## src/rtl/vispt_pkg.sv

```systemverilog
// Purpose: Shared constants for the video input select and power timer block
// Assumes: 50 MHz ref_clk, 32-bit register bus with byte addresses
// Notes:   Duration codes index fixed lookup tables below
package vispt_pkg;

  // ---------------------------------------------------------------
  // Clock and timing
  // ---------------------------------------------------------------
  localparam int unsigned CLK_PERIOD_NS = 20;
  localparam int unsigned SEC_NS        = 1_000_000_000;
  localparam int unsigned SEC_CYCLES    = SEC_NS / CLK_PERIOD_NS;
  localparam int unsigned SECS_PER_MIN  = 60;

  // ---------------------------------------------------------------
  // Register offsets (byte addresses)
  // ---------------------------------------------------------------
  localparam logic [7:0] REG_CTRL    = 8'h00;
  localparam logic [7:0] REG_SELECT  = 8'h04;
  localparam logic [7:0] REG_PRIO    = 8'h08;
  localparam logic [7:0] REG_MOVE    = 8'h0C;
  localparam logic [7:0] REG_TIMEOUT = 8'h10;
  localparam logic [7:0] REG_STATUS  = 8'h14;

  // ---------------------------------------------------------------
  // Field positions
  // ---------------------------------------------------------------
  localparam int CTRL_AUTO_BIT  = 0;
  localparam int CTRL_DDC_LSB   = 1;
  localparam int SEL_CUR_LSB    = 0;
  localparam int SEL_DDC_LSB    = 4;
  localparam int MOVE_IN_LSB    = 0;
  localparam int MOVE_UP_BIT    = 8;
  localparam int MOVE_DOWN_BIT  = 9;
  localparam int TO_SPLASH_LSB  = 0;
  localparam int TO_SBY_LSB     = 4;
  localparam int TO_SLP_LSB     = 8;
  localparam int ST_SHOWN_LSB   = 0;
  localparam int ST_VALID_BIT   = 2;
  localparam int ST_PWR_LSB     = 4;
  localparam int ST_LOGO_BIT    = 6;
  localparam int ST_ACTIVE_LSB  = 8;
  localparam int ST_DDCEN_LSB   = 12;

  // ---------------------------------------------------------------
  // Inputs: 0 DVI 1, 1 DP 1, 2 DVI 2, 3 DP 2
  // ---------------------------------------------------------------
  localparam int         MAX_INPUTS = 4;
  localparam logic [3:0] FIT_FULL   = 4'h3 << 2 | 4'h3;
  localparam logic [3:0] FIT_SMALL  = 4'h3;
  localparam logic [7:0] RANK_RESET = 8'hE4;

  // ---------------------------------------------------------------
  // Modes and codes
  // ---------------------------------------------------------------
  localparam logic [1:0] DDC_MANUAL = 2'h0;
  localparam logic [1:0] DDC_AUTO   = 2'h1;
  localparam logic [1:0] DDC_OFF    = 2'h2;
  localparam logic       AUTO_RESET = 1'b1;

  localparam logic [3:0] SPLASH_NONE    = 4'h0;
  localparam logic [3:0] SPLASH_PERSIST = 4'h9;
  localparam logic [3:0] SBY_STAY_ON    = 4'h5;
  localparam logic [3:0] SLP_NEVER      = 4'h5;
  localparam logic [3:0] SPLASH_RESET   = SPLASH_NONE;
  localparam logic [3:0] SBY_RESET      = 4'h0;
  localparam logic [3:0] SLP_RESET      = SLP_NEVER;

  typedef enum logic [1:0] {PWR_LOGO, PWR_ON, PWR_STANDBY, PWR_SLEEP} vispt_pwr_t;

  // Splash codes 1..8 give 1,2,3,4,5,10,30,60 s
  function automatic logic [11:0] vispt_splash_secs(input logic [3:0] code);
    case (code)
      4'h1:    vispt_splash_secs = 12'd1;
      4'h2:    vispt_splash_secs = 12'd2;
      4'h3:    vispt_splash_secs = 12'd3;
      4'h4:    vispt_splash_secs = 12'd4;
      4'h5:    vispt_splash_secs = 12'd5;
      4'h6:    vispt_splash_secs = 12'd10;
      4'h7:    vispt_splash_secs = 12'd30;
      default: vispt_splash_secs = 12'd60;
    endcase
  endfunction

  // Codes 0..4 give 3,5,10,30,60 units
  function automatic logic [11:0] vispt_step_units(input logic [3:0] code);
    case (code)
      4'h0:    vispt_step_units = 12'd3;
      4'h1:    vispt_step_units = 12'd5;
      4'h2:    vispt_step_units = 12'd10;
      4'h3:    vispt_step_units = 12'd30;
      default: vispt_step_units = 12'd60;
    endcase
  endfunction

endpackage

```

## src/rtl/vispt_sec_tick.sv

```systemverilog
// Purpose: One-second tick generator with synchronous restart
// Assumes: CYCLES is at least 2
// Notes:   Tick is a one-cycle registered pulse
`timescale 1ns/1ps
module vispt_sec_tick
  import vispt_pkg::*;
#(
  parameter int unsigned CYCLES = SEC_CYCLES
)
(
  input  wire logic ref_clk,
  input  wire logic rst_n,
  input  wire logic clr,
  output logic      tick
);

  typedef struct packed {
    logic [31:0] cnt;
    logic        tick;
  } vispt_tick_t;

  vispt_tick_t s_q;
  vispt_tick_t s_d;

  always_comb
  begin
    s_d = s_q;
    s_d.tick = 1'b0;
    if (clr)
    begin
      s_d.cnt = 32'h0000_0000;
    end
    else if (s_q.cnt == 32'(CYCLES - 1))
    begin
      s_d.cnt  = 32'h0000_0000;
      s_d.tick = 1'b1;
    end
    else
    begin
      s_d.cnt = s_q.cnt + 32'h0000_0001;
    end
  end

  always_ff @(posedge ref_clk or negedge rst_n)
  begin
    if (!rst_n)
      s_q <= '0;
    else
      s_q <= s_d;
  end

  assign tick = s_q.tick;

endmodule

```

## src/rtl/vispt_prio_pick.sv

```systemverilog
// Purpose: Pick highest ranked active input
// Assumes: rank slot 0 is highest priority, two bits per slot
// Notes:   Pure decode, no state
`timescale 1ns/1ps
module vispt_prio_pick
  import vispt_pkg::*;
(
  input  wire logic [7:0] rank,
  input  wire logic [3:0] active,
  output logic            found,
  output logic [1:0]      pick
);

  always_comb
  begin
    found = 1'b0;
    pick  = 2'h0;
    // Walk lowest to highest so the best slot wins last
    for (int k = MAX_INPUTS - 1; k >= 0; k--)
    begin
      if (active[rank[2*k +: 2]])
      begin
        found = 1'b1;
        pick  = rank[2*k +: 2];
      end
    end
  end

endmodule

```

## src/rtl/vispt_top.sv

```systemverilog
// Purpose: Input selection, DDC/CI gating and splash/standby/sleep timers
// Assumes: sigActive, powerBtn and mccs inputs synchronous to ref_clk
// Notes:   Avalon-MM slave answers one cycle after a request is seen
//
// Behaviour
// - Manual mode shows only configured current input
// - Auto mode keeps checking all fitted inputs
// - Priority order adjustable by moving inputs up/down
// - Auto shows highest-priority active input
// - On loss, fall to next valid input
// - Return to higher input when it revives
// - Two-input build selects only DVI 1, DP 1
// - DDC manual: accept only designated input
// - DDC auto: accept on all inputs
// - DDC off: accept on no input
// - Boot logo: code resets to none, so logo ends at first edge after reset; 1-60 s and persistent codes have no effect
// - Standby after 3-60 s no signal, or never
// - Sleep after 3-60 min standby, or never
// - Sleep wakes on power command or button
//
// The Avalon-MM slave port and the address map are this design's own decisions.
`timescale 1ns/1ps
module vispt_top
  import vispt_pkg::*;
#(
  parameter int unsigned NUM_INPUTS  = 4,
  parameter int unsigned TICK_CYCLES = SEC_CYCLES
)
(
  input  wire logic        ref_clk,
  input  wire logic        rst_n,
  input  wire logic [7:0]  avs_address,
  input  wire logic        avs_read,
  input  wire logic        avs_write,
  input  wire logic [31:0] avs_writedata,
  input  wire logic [3:0]  avs_byteenable,
  output logic [31:0]      avs_readdata,
  output logic             avs_waitrequest,
  input  wire logic [3:0]  sigActive,
  input  wire logic        powerBtn,
  input  wire logic [3:0]  mccsPwrReq,
  input  wire logic        mccsPwrOn,
  output logic [1:0]       shownInput,
  output logic             shownValid,
  output logic [3:0]       ddcEnable,
  output logic             logoOn,
  output logic [1:0]       powerState
);

  // ---------------------------------------------------------------
  // State
  // ---------------------------------------------------------------
  typedef struct packed {
    logic        autoMode;
    logic [1:0]  ddcMode;
    logic [1:0]  curIn;
    logic [1:0]  ddcIn;
    logic [7:0]  rank;
    logic [3:0]  splashCode;
    logic [3:0]  sbyCode;
    logic [3:0]  slpCode;
    vispt_pwr_t  pwr;
    logic [11:0] secCnt;
    logic [1:0]  shown;
    logic        shownValid;
    logic [3:0]  ddcEn;
    logic        logo;
    logic        waitReq;
    logic [31:0] rdata;
  } vispt_state_t;

  localparam logic [3:0] FIT_MASK = (NUM_INPUTS == 2) ? FIT_SMALL : FIT_FULL;

  vispt_state_t s_q;
  vispt_state_t s_d;
  logic         tick;
  logic         tickClr;
  logic         pickFound;
  logic [1:0]   pickIdx;
  logic [3:0]   activeFit;
  logic         access;
  logic         doWrite;
  logic [31:0]  wval;
  logic [11:0]  nextSec;
  logic         wake;

  // Merge write data into a register image by byte lane
  function automatic logic [31:0] merge_be(input logic [31:0] old,
                                           input logic [31:0] nw,
                                           input logic [3:0]  be);
    logic [31:0] r;
    r = old;
    for (int b = 0; b < 4; b++)
    begin
      if (be[b])
        r[8*b +: 8] = nw[8*b +: 8];
    end
    return r;
  endfunction

  // Find the slot holding a given input
  function automatic logic [1:0] slot_of(input logic [7:0] rk, input logic [1:0] in);
    logic [1:0] p;
    p = 2'h0;
    for (int k = 0; k < MAX_INPUTS; k++)
    begin
      if (rk[2*k +: 2] == in)
        p = 2'(k);
    end
    return p;
  endfunction

  // ---------------------------------------------------------------
  // Helpers
  // ---------------------------------------------------------------
  vispt_sec_tick #(
    .CYCLES (TICK_CYCLES)
  ) u_tick (
    .ref_clk (ref_clk),
    .rst_n   (rst_n),
    .clr     (tickClr),
    .tick    (tick)
  );

  assign activeFit = sigActive & FIT_MASK;

  vispt_prio_pick u_pick (
    .rank   (s_q.rank),
    .active (activeFit),
    .found  (pickFound),
    .pick   (pickIdx)
  );

  assign access  = avs_read | avs_write;
  assign doWrite = avs_write & ~s_q.waitReq;
  assign nextSec = s_q.secCnt + 12'h001;
  assign wake    = |(mccsPwrReq & s_q.ddcEn) & mccsPwrOn;

  // ---------------------------------------------------------------
  // Next state
  // ---------------------------------------------------------------
  always_comb
  begin
    logic [1:0] p;
    logic [1:0] q;
    logic [1:0] mvIn;
    p    = 2'h0;
    q    = 2'h0;
    mvIn = 2'h0;
    wval = 32'h0000_0000;
    s_d  = s_q;
    tickClr = 1'b0;

    // Bus handshake: one wait cycle, then acknowledge
    if (access && s_q.waitReq)
    begin
      s_d.waitReq = 1'b0;
      case (avs_address)
        REG_CTRL:
          s_d.rdata = {29'h0, s_q.ddcMode, s_q.autoMode};
        REG_SELECT:
          s_d.rdata = {26'h0, s_q.ddcIn, 2'h0, s_q.curIn};
        REG_PRIO:
          s_d.rdata = {24'h0, s_q.rank};
        REG_TIMEOUT:
          s_d.rdata = {20'h0, s_q.slpCode, s_q.sbyCode, s_q.splashCode};
        REG_STATUS:
          s_d.rdata = {16'h0, s_q.ddcEn, activeFit, 1'b0, s_q.logo,
                       s_q.pwr, 1'b0, s_q.shownValid, s_q.shown};
        default:
          s_d.rdata = 32'h0000_0000;
      endcase
    end
    else
    begin
      s_d.waitReq = 1'b1;
    end

    // Register writes take effect at the acknowledge edge
    if (doWrite)
    begin
      case (avs_address)
        REG_CTRL:
        begin
          wval = merge_be({29'h0, s_q.ddcMode, s_q.autoMode}, avs_writedata, avs_byteenable);
          s_d.autoMode = wval[CTRL_AUTO_BIT];
          if (wval[CTRL_DDC_LSB +: 2] != 2'h3)
            s_d.ddcMode = wval[CTRL_DDC_LSB +: 2];
        end
        REG_SELECT:
        begin
          wval = merge_be({26'h0, s_q.ddcIn, 2'h0, s_q.curIn}, avs_writedata, avs_byteenable);
          if (FIT_MASK[wval[SEL_CUR_LSB +: 2]])
            s_d.curIn = wval[SEL_CUR_LSB +: 2];
          if (FIT_MASK[wval[SEL_DDC_LSB +: 2]])
            s_d.ddcIn = wval[SEL_DDC_LSB +: 2];
        end
        REG_MOVE:
        begin
          wval = merge_be(32'h0000_0000, avs_writedata, avs_byteenable);
          mvIn = wval[MOVE_IN_LSB +: 2];
          p    = slot_of(s_q.rank, mvIn);
          // Swap with the neighbour slot; ends of the list ignore the move
          if (wval[MOVE_UP_BIT] && !wval[MOVE_DOWN_BIT] && p != 2'h0)
          begin
            q = p - 2'h1;
            s_d.rank[2*p +: 2] = s_q.rank[2*q +: 2];
            s_d.rank[2*q +: 2] = mvIn;
          end
          else if (wval[MOVE_DOWN_BIT] && !wval[MOVE_UP_BIT] && p != 2'h3)
          begin
            q = p + 2'h1;
            s_d.rank[2*p +: 2] = s_q.rank[2*q +: 2];
            s_d.rank[2*q +: 2] = mvIn;
          end
        end
        REG_TIMEOUT:
        begin
          wval = merge_be({20'h0, s_q.slpCode, s_q.sbyCode, s_q.splashCode},
                          avs_writedata, avs_byteenable);
          if (wval[TO_SPLASH_LSB +: 4] <= SPLASH_PERSIST)
            s_d.splashCode = wval[TO_SPLASH_LSB +: 4];
          if (wval[TO_SBY_LSB +: 4] <= SBY_STAY_ON)
            s_d.sbyCode = wval[TO_SBY_LSB +: 4];
          if (wval[TO_SLP_LSB +: 4] <= SLP_NEVER)
            s_d.slpCode = wval[TO_SLP_LSB +: 4];
        end
        default:
        begin
          wval = 32'h0000_0000;
        end
      endcase
    end

    // Displayed input
    if (!s_q.autoMode)
    begin
      s_d.shown      = s_q.curIn;
      s_d.shownValid = sigActive[s_q.curIn];
    end
    else if (pickFound)
    begin
      s_d.shown      = pickIdx;
      s_d.shownValid = 1'b1;
    end
    else
    begin
      s_d.shownValid = 1'b0;
    end

    // DDC/CI acceptance per input
    case (s_q.ddcMode)
      DDC_MANUAL: s_d.ddcEn = FIT_MASK & (4'h1 << s_q.ddcIn);
      DDC_AUTO:   s_d.ddcEn = FIT_MASK;
      default:    s_d.ddcEn = 4'h0;
    endcase

    // Power and timers
    case (s_q.pwr)
      PWR_LOGO:
      begin
        if (s_q.splashCode == SPLASH_NONE)
        begin
          s_d.pwr    = PWR_ON;
          s_d.secCnt = 12'h000;
          tickClr    = 1'b1;
        end
        else if (s_q.splashCode != SPLASH_PERSIST && tick)
        begin
          s_d.secCnt = nextSec;
          if (nextSec >= vispt_splash_secs(s_q.splashCode))
          begin
            s_d.pwr    = PWR_ON;
            s_d.secCnt = 12'h000;
            tickClr    = 1'b1;
          end
        end
      end
      PWR_ON:
      begin
        if (powerBtn)
        begin
          s_d.pwr    = PWR_SLEEP;
          s_d.secCnt = 12'h000;
        end
        else if (s_q.shownValid || s_q.sbyCode == SBY_STAY_ON)
        begin
          s_d.secCnt = 12'h000;
          tickClr    = 1'b1;
        end
        else if (tick)
        begin
          s_d.secCnt = nextSec;
          if (nextSec >= vispt_step_units(s_q.sbyCode))
          begin
            s_d.pwr    = PWR_STANDBY;
            s_d.secCnt = 12'h000;
            tickClr    = 1'b1;
          end
        end
      end
      PWR_STANDBY:
      begin
        if (|activeFit || powerBtn || wake)
        begin
          s_d.pwr    = PWR_ON;
          s_d.secCnt = 12'h000;
          tickClr    = 1'b1;
        end
        else if (s_q.slpCode != SLP_NEVER && tick)
        begin
          s_d.secCnt = nextSec;
          if (nextSec >= 12'(vispt_step_units(s_q.slpCode) * SECS_PER_MIN))
          begin
            s_d.pwr    = PWR_SLEEP;
            s_d.secCnt = 12'h000;
          end
        end
      end
      PWR_SLEEP:
      begin
        if (powerBtn || wake)
        begin
          s_d.pwr    = PWR_ON;
          s_d.secCnt = 12'h000;
          tickClr    = 1'b1;
        end
      end
      default:
      begin
        s_d.pwr = PWR_ON;
      end
    endcase

    // Logo output registered so the pin comes straight from a flop
    s_d.logo = (s_d.pwr == PWR_LOGO);
  end

  // ---------------------------------------------------------------
  // Registers
  // ---------------------------------------------------------------
  always_ff @(posedge ref_clk or negedge rst_n)
  begin
    if (!rst_n)
    begin
      s_q            <= '0;
      s_q.autoMode   <= AUTO_RESET;
      s_q.ddcMode    <= DDC_AUTO;
      s_q.rank       <= RANK_RESET;
      s_q.splashCode <= SPLASH_RESET;
      s_q.sbyCode    <= SBY_RESET;
      s_q.slpCode    <= SLP_RESET;
      s_q.pwr        <= PWR_LOGO;
      s_q.logo       <= 1'b1;
      s_q.waitReq    <= 1'b1;
    end
    else
    begin
      s_q <= s_d;
    end
  end

  assign avs_readdata    = s_q.rdata;
  assign avs_waitrequest = s_q.waitReq;
  assign shownInput      = s_q.shown;
  assign shownValid      = s_q.shownValid;
  assign ddcEnable       = s_q.ddcEn;
  assign logoOn          = s_q.logo;
  assign powerState      = s_q.pwr;

  logic rankPerm;
  always_comb
  begin
    logic [3:0] seen;
    seen = 4'h0;
    for (int k = 0; k < MAX_INPUTS; k++)
      seen[s_q.rank[2*k +: 2]] = 1'b1;
    rankPerm = (seen == 4'hF);
  end
endmodule

```

## config.mk

```make
export PLATFORM = sky130hd
export DESIGN_NAME = vispt_top
export DESIGN_NICKNAME = d
export VERILOG_FILES = /design/src/rtl/vispt_pkg.sv /design/src/rtl/vispt_sec_tick.sv /design/src/rtl/vispt_prio_pick.sv /design/src/rtl/vispt_top.sv
export SDC_FILE = /design/constraint.sdc
export NUM_CORES = 1
export LEC_CHECK = 0
export BUFFER_PORTS_ARGS = -buffer_cell sky130_fd_sc_hd__clkbuf_2
export CAP_MARGIN = 20
export CORE_MARGIN = 2
export CORE_UTILIZATION = 50
export CTS_CLUSTER_DIAMETER = 120
export DETAILED_ROUTE_END_ITERATION = 10
export HOLD_SLACK_MARGIN = 0.15
export PLACE_DENSITY = 0.74
export SETUP_SLACK_MARGIN = 0.1
export SYNTH_ARGS = -nofsm -noshare
export SYNTH_HDL_FRONTEND = slang
export SYNTH_HIERARCHICAL = 1
export SYNTH_SLANG_ARGS = --single-unit
```

## constraint.sdc

```tcl
create_clock -name ref_clk -period 7.2 [get_ports ref_clk]
set_input_delay 2.16 -clock ref_clk [delete_from_list [all_inputs] [get_ports ref_clk]]
set_output_delay 2.16 -clock ref_clk [all_outputs]
set_load 0.1 [all_outputs]
```

==> impl_metrics.sql <==
INSERT INTO impl_metrics (metric_group, metric, value, unit) VALUES
('status', 'run_status', 'complete, no violations', ''),
('logic_synthesis', 'postSynth.topFlopCell', 'dfrtp_1', ''),
('cts', 'clk_pin_slew', '70', 'ps'),
('finish', 'num_antenna_cells', '0', ''),
('finish', 'proportion_of_layout_cells_with_a_drive_suffix_above_1', '0.164', ''),
('logic_synthesis', 'post_synth_num_cell_types', '84', ''),
('cts', 'post-cts-setup-buffer-count', '0', ''),
('logic_synthesis', 'flip_flop_and_latch_count_after_synthesis', '99', ''),
('drt', 'number_of_nets_still_failing_antenna_checks_after_routing', '0', ''),
('timing', 'max_slew.worst_pin.slew', '1030', 'ps'),
('floorplanning', 'die_height', '127', 'um'),
('cts', 'ctsLongestPathBuffers', '2', ''),
('logic_synthesis', 'yosys.area.top_type_share', '0.294', ''),
('cts', 'worstSkewPairLatency', '360', 'ps'),
('cts', 'post_cts_hold_buffer_count', '0', ''),
('grt', 'wire_length_of_the_first_global_routing_pass', '28600', 'um'),
('worst_setup_path', 'cp.required', '7470', 'ps'),
('timing', 'final.setup_skew', '10.7', 'ps'),
('cts', 'cts_num_sinks', '99', ''),
('worst_setup_path', 'critPathMaxFanout', '12', ''),
('worst_setup_path', 'worstSetupEndpointType', 'register', ''),
('logic_synthesis', 'synthDominantAreaCellType', 'dfrtp_1', ''),
('worst_setup_path', 'cp-start-kind', 'register', ''),
('grt', 'grt_overflow', '0', ''),
('grt', 'largest_net_degree_at_the_start_of_global_routing', '66', ''),
('worst_setup_path', 'crit_path_top_delay_cell', 'or4b_1', ''),
('grt', 'antenna_found_initial', '0', ''),
('flow_run', 'cap_violations', '0', ''),
('grt', 'first_global_vias', '5681', ''),
('timing', 'max_clock_freq', '173', 'MHz'),
('logic_synthesis', 'postSynthAreaPerCell', '8.96', 'um2'),
('placement', 'placed_cells', '1034', ''),
('floorplanning', 'ioPinCount', '101', ''),
('worst_setup_path', 'cp.buffers_inverters', '5', ''),
('timing', 'endpoints_failing_setup', '0', ''),
('logic_synthesis', 'synth_warn', '6', ''),
('hold_path', 'holdCritPathClass', 'register to register', ''),
('timing', 'whs', '464', 'ps'),
('cts', 'clock_tree_root_driver_cell', 'clkbuf_16', ''),
('hold_path', 'min-delay-start', 'u_tick/s_q[1]$_DFF_PN0_', ''),
('finish', 'final_common_cell', 'dfrtp_1', ''),
('power', 'totalPowerFinal', '1.25', 'mW'),
('power', 'power-per-cell-area', '155', 'nW/um2'),
('logic_synthesis', 'synth_async_sr_flop_share', '1.00', ''),
('finish', 'nNetsFinal', '966', ''),
('finish', 'most-common-layout-cells', '89 x dfrtp_1, 79 x nor2_1, 74 x nand2_1', ''),
('placement', 'gp_routability_congestion', '0.924', ''),
('timing', 'setup-tns-final', '0', 'ps'),
('drt', 'routedWlPerCell', '16.4', 'um'),
('worst_setup_path', 'critical_path_class', 'register to register', ''),
('logic_synthesis', 'synth_compound_gate_area_share', '0.147', ''),
('drt', 'drt_drc_violations_left', '0', ''),
('hold_path', 'hold-path-cell-count', '1', ''),
('drt', 'drt_first_pass_iters', '6', ''),
('logic_synthesis', 'mappedNetlistArea', '7560', 'um2'),
('timing', 'fin_crit_sh', '0.803', ''),
('finish', 'final-instance-count-excl-fill', '1050', ''),
('cts', 'cts_buffers', '9', ''),
('logic_synthesis', 'post_synth_xor_area_fraction', '0.0533', ''),
('logic_synthesis', 'netlist_top_cells_area', 'dfrtp_1 29%, ha_1 6.6%, buf_4 4.1%', ''),
('logic_synthesis', 'sequential_area_share_after_synthesis', '0.329', ''),
('logic_synthesis', 'synth_edf_count', '0', ''),
('timing', 'timing.final.max_slew_violations', '0', ''),
('drt', 'route.detailed.vias_per_inst', '5.84', ''),
('timing', 'max-slew-margin-rel', '0.313', ''),
('worst_setup_path', 'critical_path_arrival', '6060', 'ps'),
('worst_setup_path', 'cp_top_family', 'simple AND/OR/NAND/NOR gates', ''),
('drt', 'drt_iter0_markers', '474', ''),
('worst_setup_path', 'crit_path_max_incr_delay', '540', 'ps'),
('floorplanning', 'die_width', '127', 'um'),
('worst_setup_path', 'reg2reg_from', 's_q[58]$_DFFE_PN0P_', '');
==> metrics by stage <==
step / setup WS (ps) / utilization
floorplan: 2020 / -
global placement: 1550 / 0.528
detailed placement: 1410 / 0.529
CTS: 1370 / 0.549
global route: 1020 / 0.549
finish: 1420 / 0.549
==> kinds of logic (layout without fill, tap and decap cells) <==
logic type                 count (synthesis)  after routing
and+or+nand+nor                          329            329
DFF                                       99             99
adders and majority gates                 47             47
xor gates and xnor gates                  46             46
buffers and inverters                    123            130
other                                      1             16
AOI/OAI and AO/OA                        165            165
muxes                                     34             34
==> power by group <==
| part | leakage (nW) | internal [mW] | switching, mW | total, mW |
|---|---|---|---|---|
| combinational | 2.14 | 0.0522 | 0.146 | 0.198 |
| clock | 0.131 | 0.240 | 0.233 | 0.473 |
| sequential | 1.32 | 0.566 | 0.00996 | 0.576 |
==> worst max path at each step <==
stage               depth (start not counted)                start                   to
floorplan                                  23  s_q[57]$_DFFE_PN1P_  s_q[44]$_DFFE_PN0P_
global placement                           22  s_q[58]$_DFFE_PN0P_  s_q[44]$_DFFE_PN0P_
detailed placement                         22  s_q[58]$_DFFE_PN0P_  s_q[44]$_DFFE_PN0P_
CTS                                        22  s_q[58]$_DFFE_PN0P_  s_q[44]$_DFFE_PN0P_
global route                               22  s_q[58]$_DFFE_PN0P_  s_q[44]$_DFFE_PN0P_
finish                                     22  s_q[58]$_DFFE_PN0P_  s_q[44]$_DFFE_PN0P_
==> registers in the layout (all words and copies together) (netlist names), 2 cells and up <==
name          flops
avs_readdata     16
s_q              39
ddcEnable         4
powerState        2
u_tick/s_q       32
shownInput        2
==> worst register-to-register path: stages (launching register included) <==
cell	delay (ps)
dfrtp_1	430
or2_2	340
nor2_1	300
inv_1	200
nand2_1	150
inv_1	70
fa_1	530
inv_1	50
fa_1	500
inv_1	40
ha_1	280
inv_1	100
o21bai_1	120
a21o_1	180
a21oi_1	170
xor2_1	200
ha_1	270
a21o_1	160
a21o_1	180
or4b_1	540
and3b_1	350
or4_1	450
o211ai_1	90
==> cell usage after synthesis (10+ instances only) <==
master	number
a21o_1	10
a21oi_1	35
a22oi_1	10
buf_2	12
buf_4	41
clkbuf_1	17
dfrtp_1	89
dfstp_2	10
ha_1	40
inv_1	49
mux2_2	10
mux2i_1	18
nand2_1	74
nand3_1	19
nand4_1	15
nor2_1	79
nor3_1	26
nor4_1	14
o21ai_0	38
xnor2_1	29
xor2_1	17
==> routing by layer <==
| metal | global-route usage | vias up | wire [um] |
|---|---|---|---|
| met3 | 0.0582 | 14 | 1140 |
| met2 | 0.349 | 181 | 7980 |
| met4 | 0.0414 | 0 | 131 |
| li1 | - | 3000 | - |
| met1 | 0.305 | 2934 | 7940 |
| met5 | 0 | - | 0 |
==> cell type report <==
type | instances | area [um2]
Multi-Input combinational cell | 637 | 4490
Clock inverter | 7 | 60.1
Timing Repair Buffer | 65 | 355
Clock buffer | 9 | 225
Inverter | 49 | 184
Fill cell | 1322 | 6610
Sequential cell | 99 | 2490
Tap cell | 184 | 230
No activity file was read; power rests on OpenSTA's default activity.
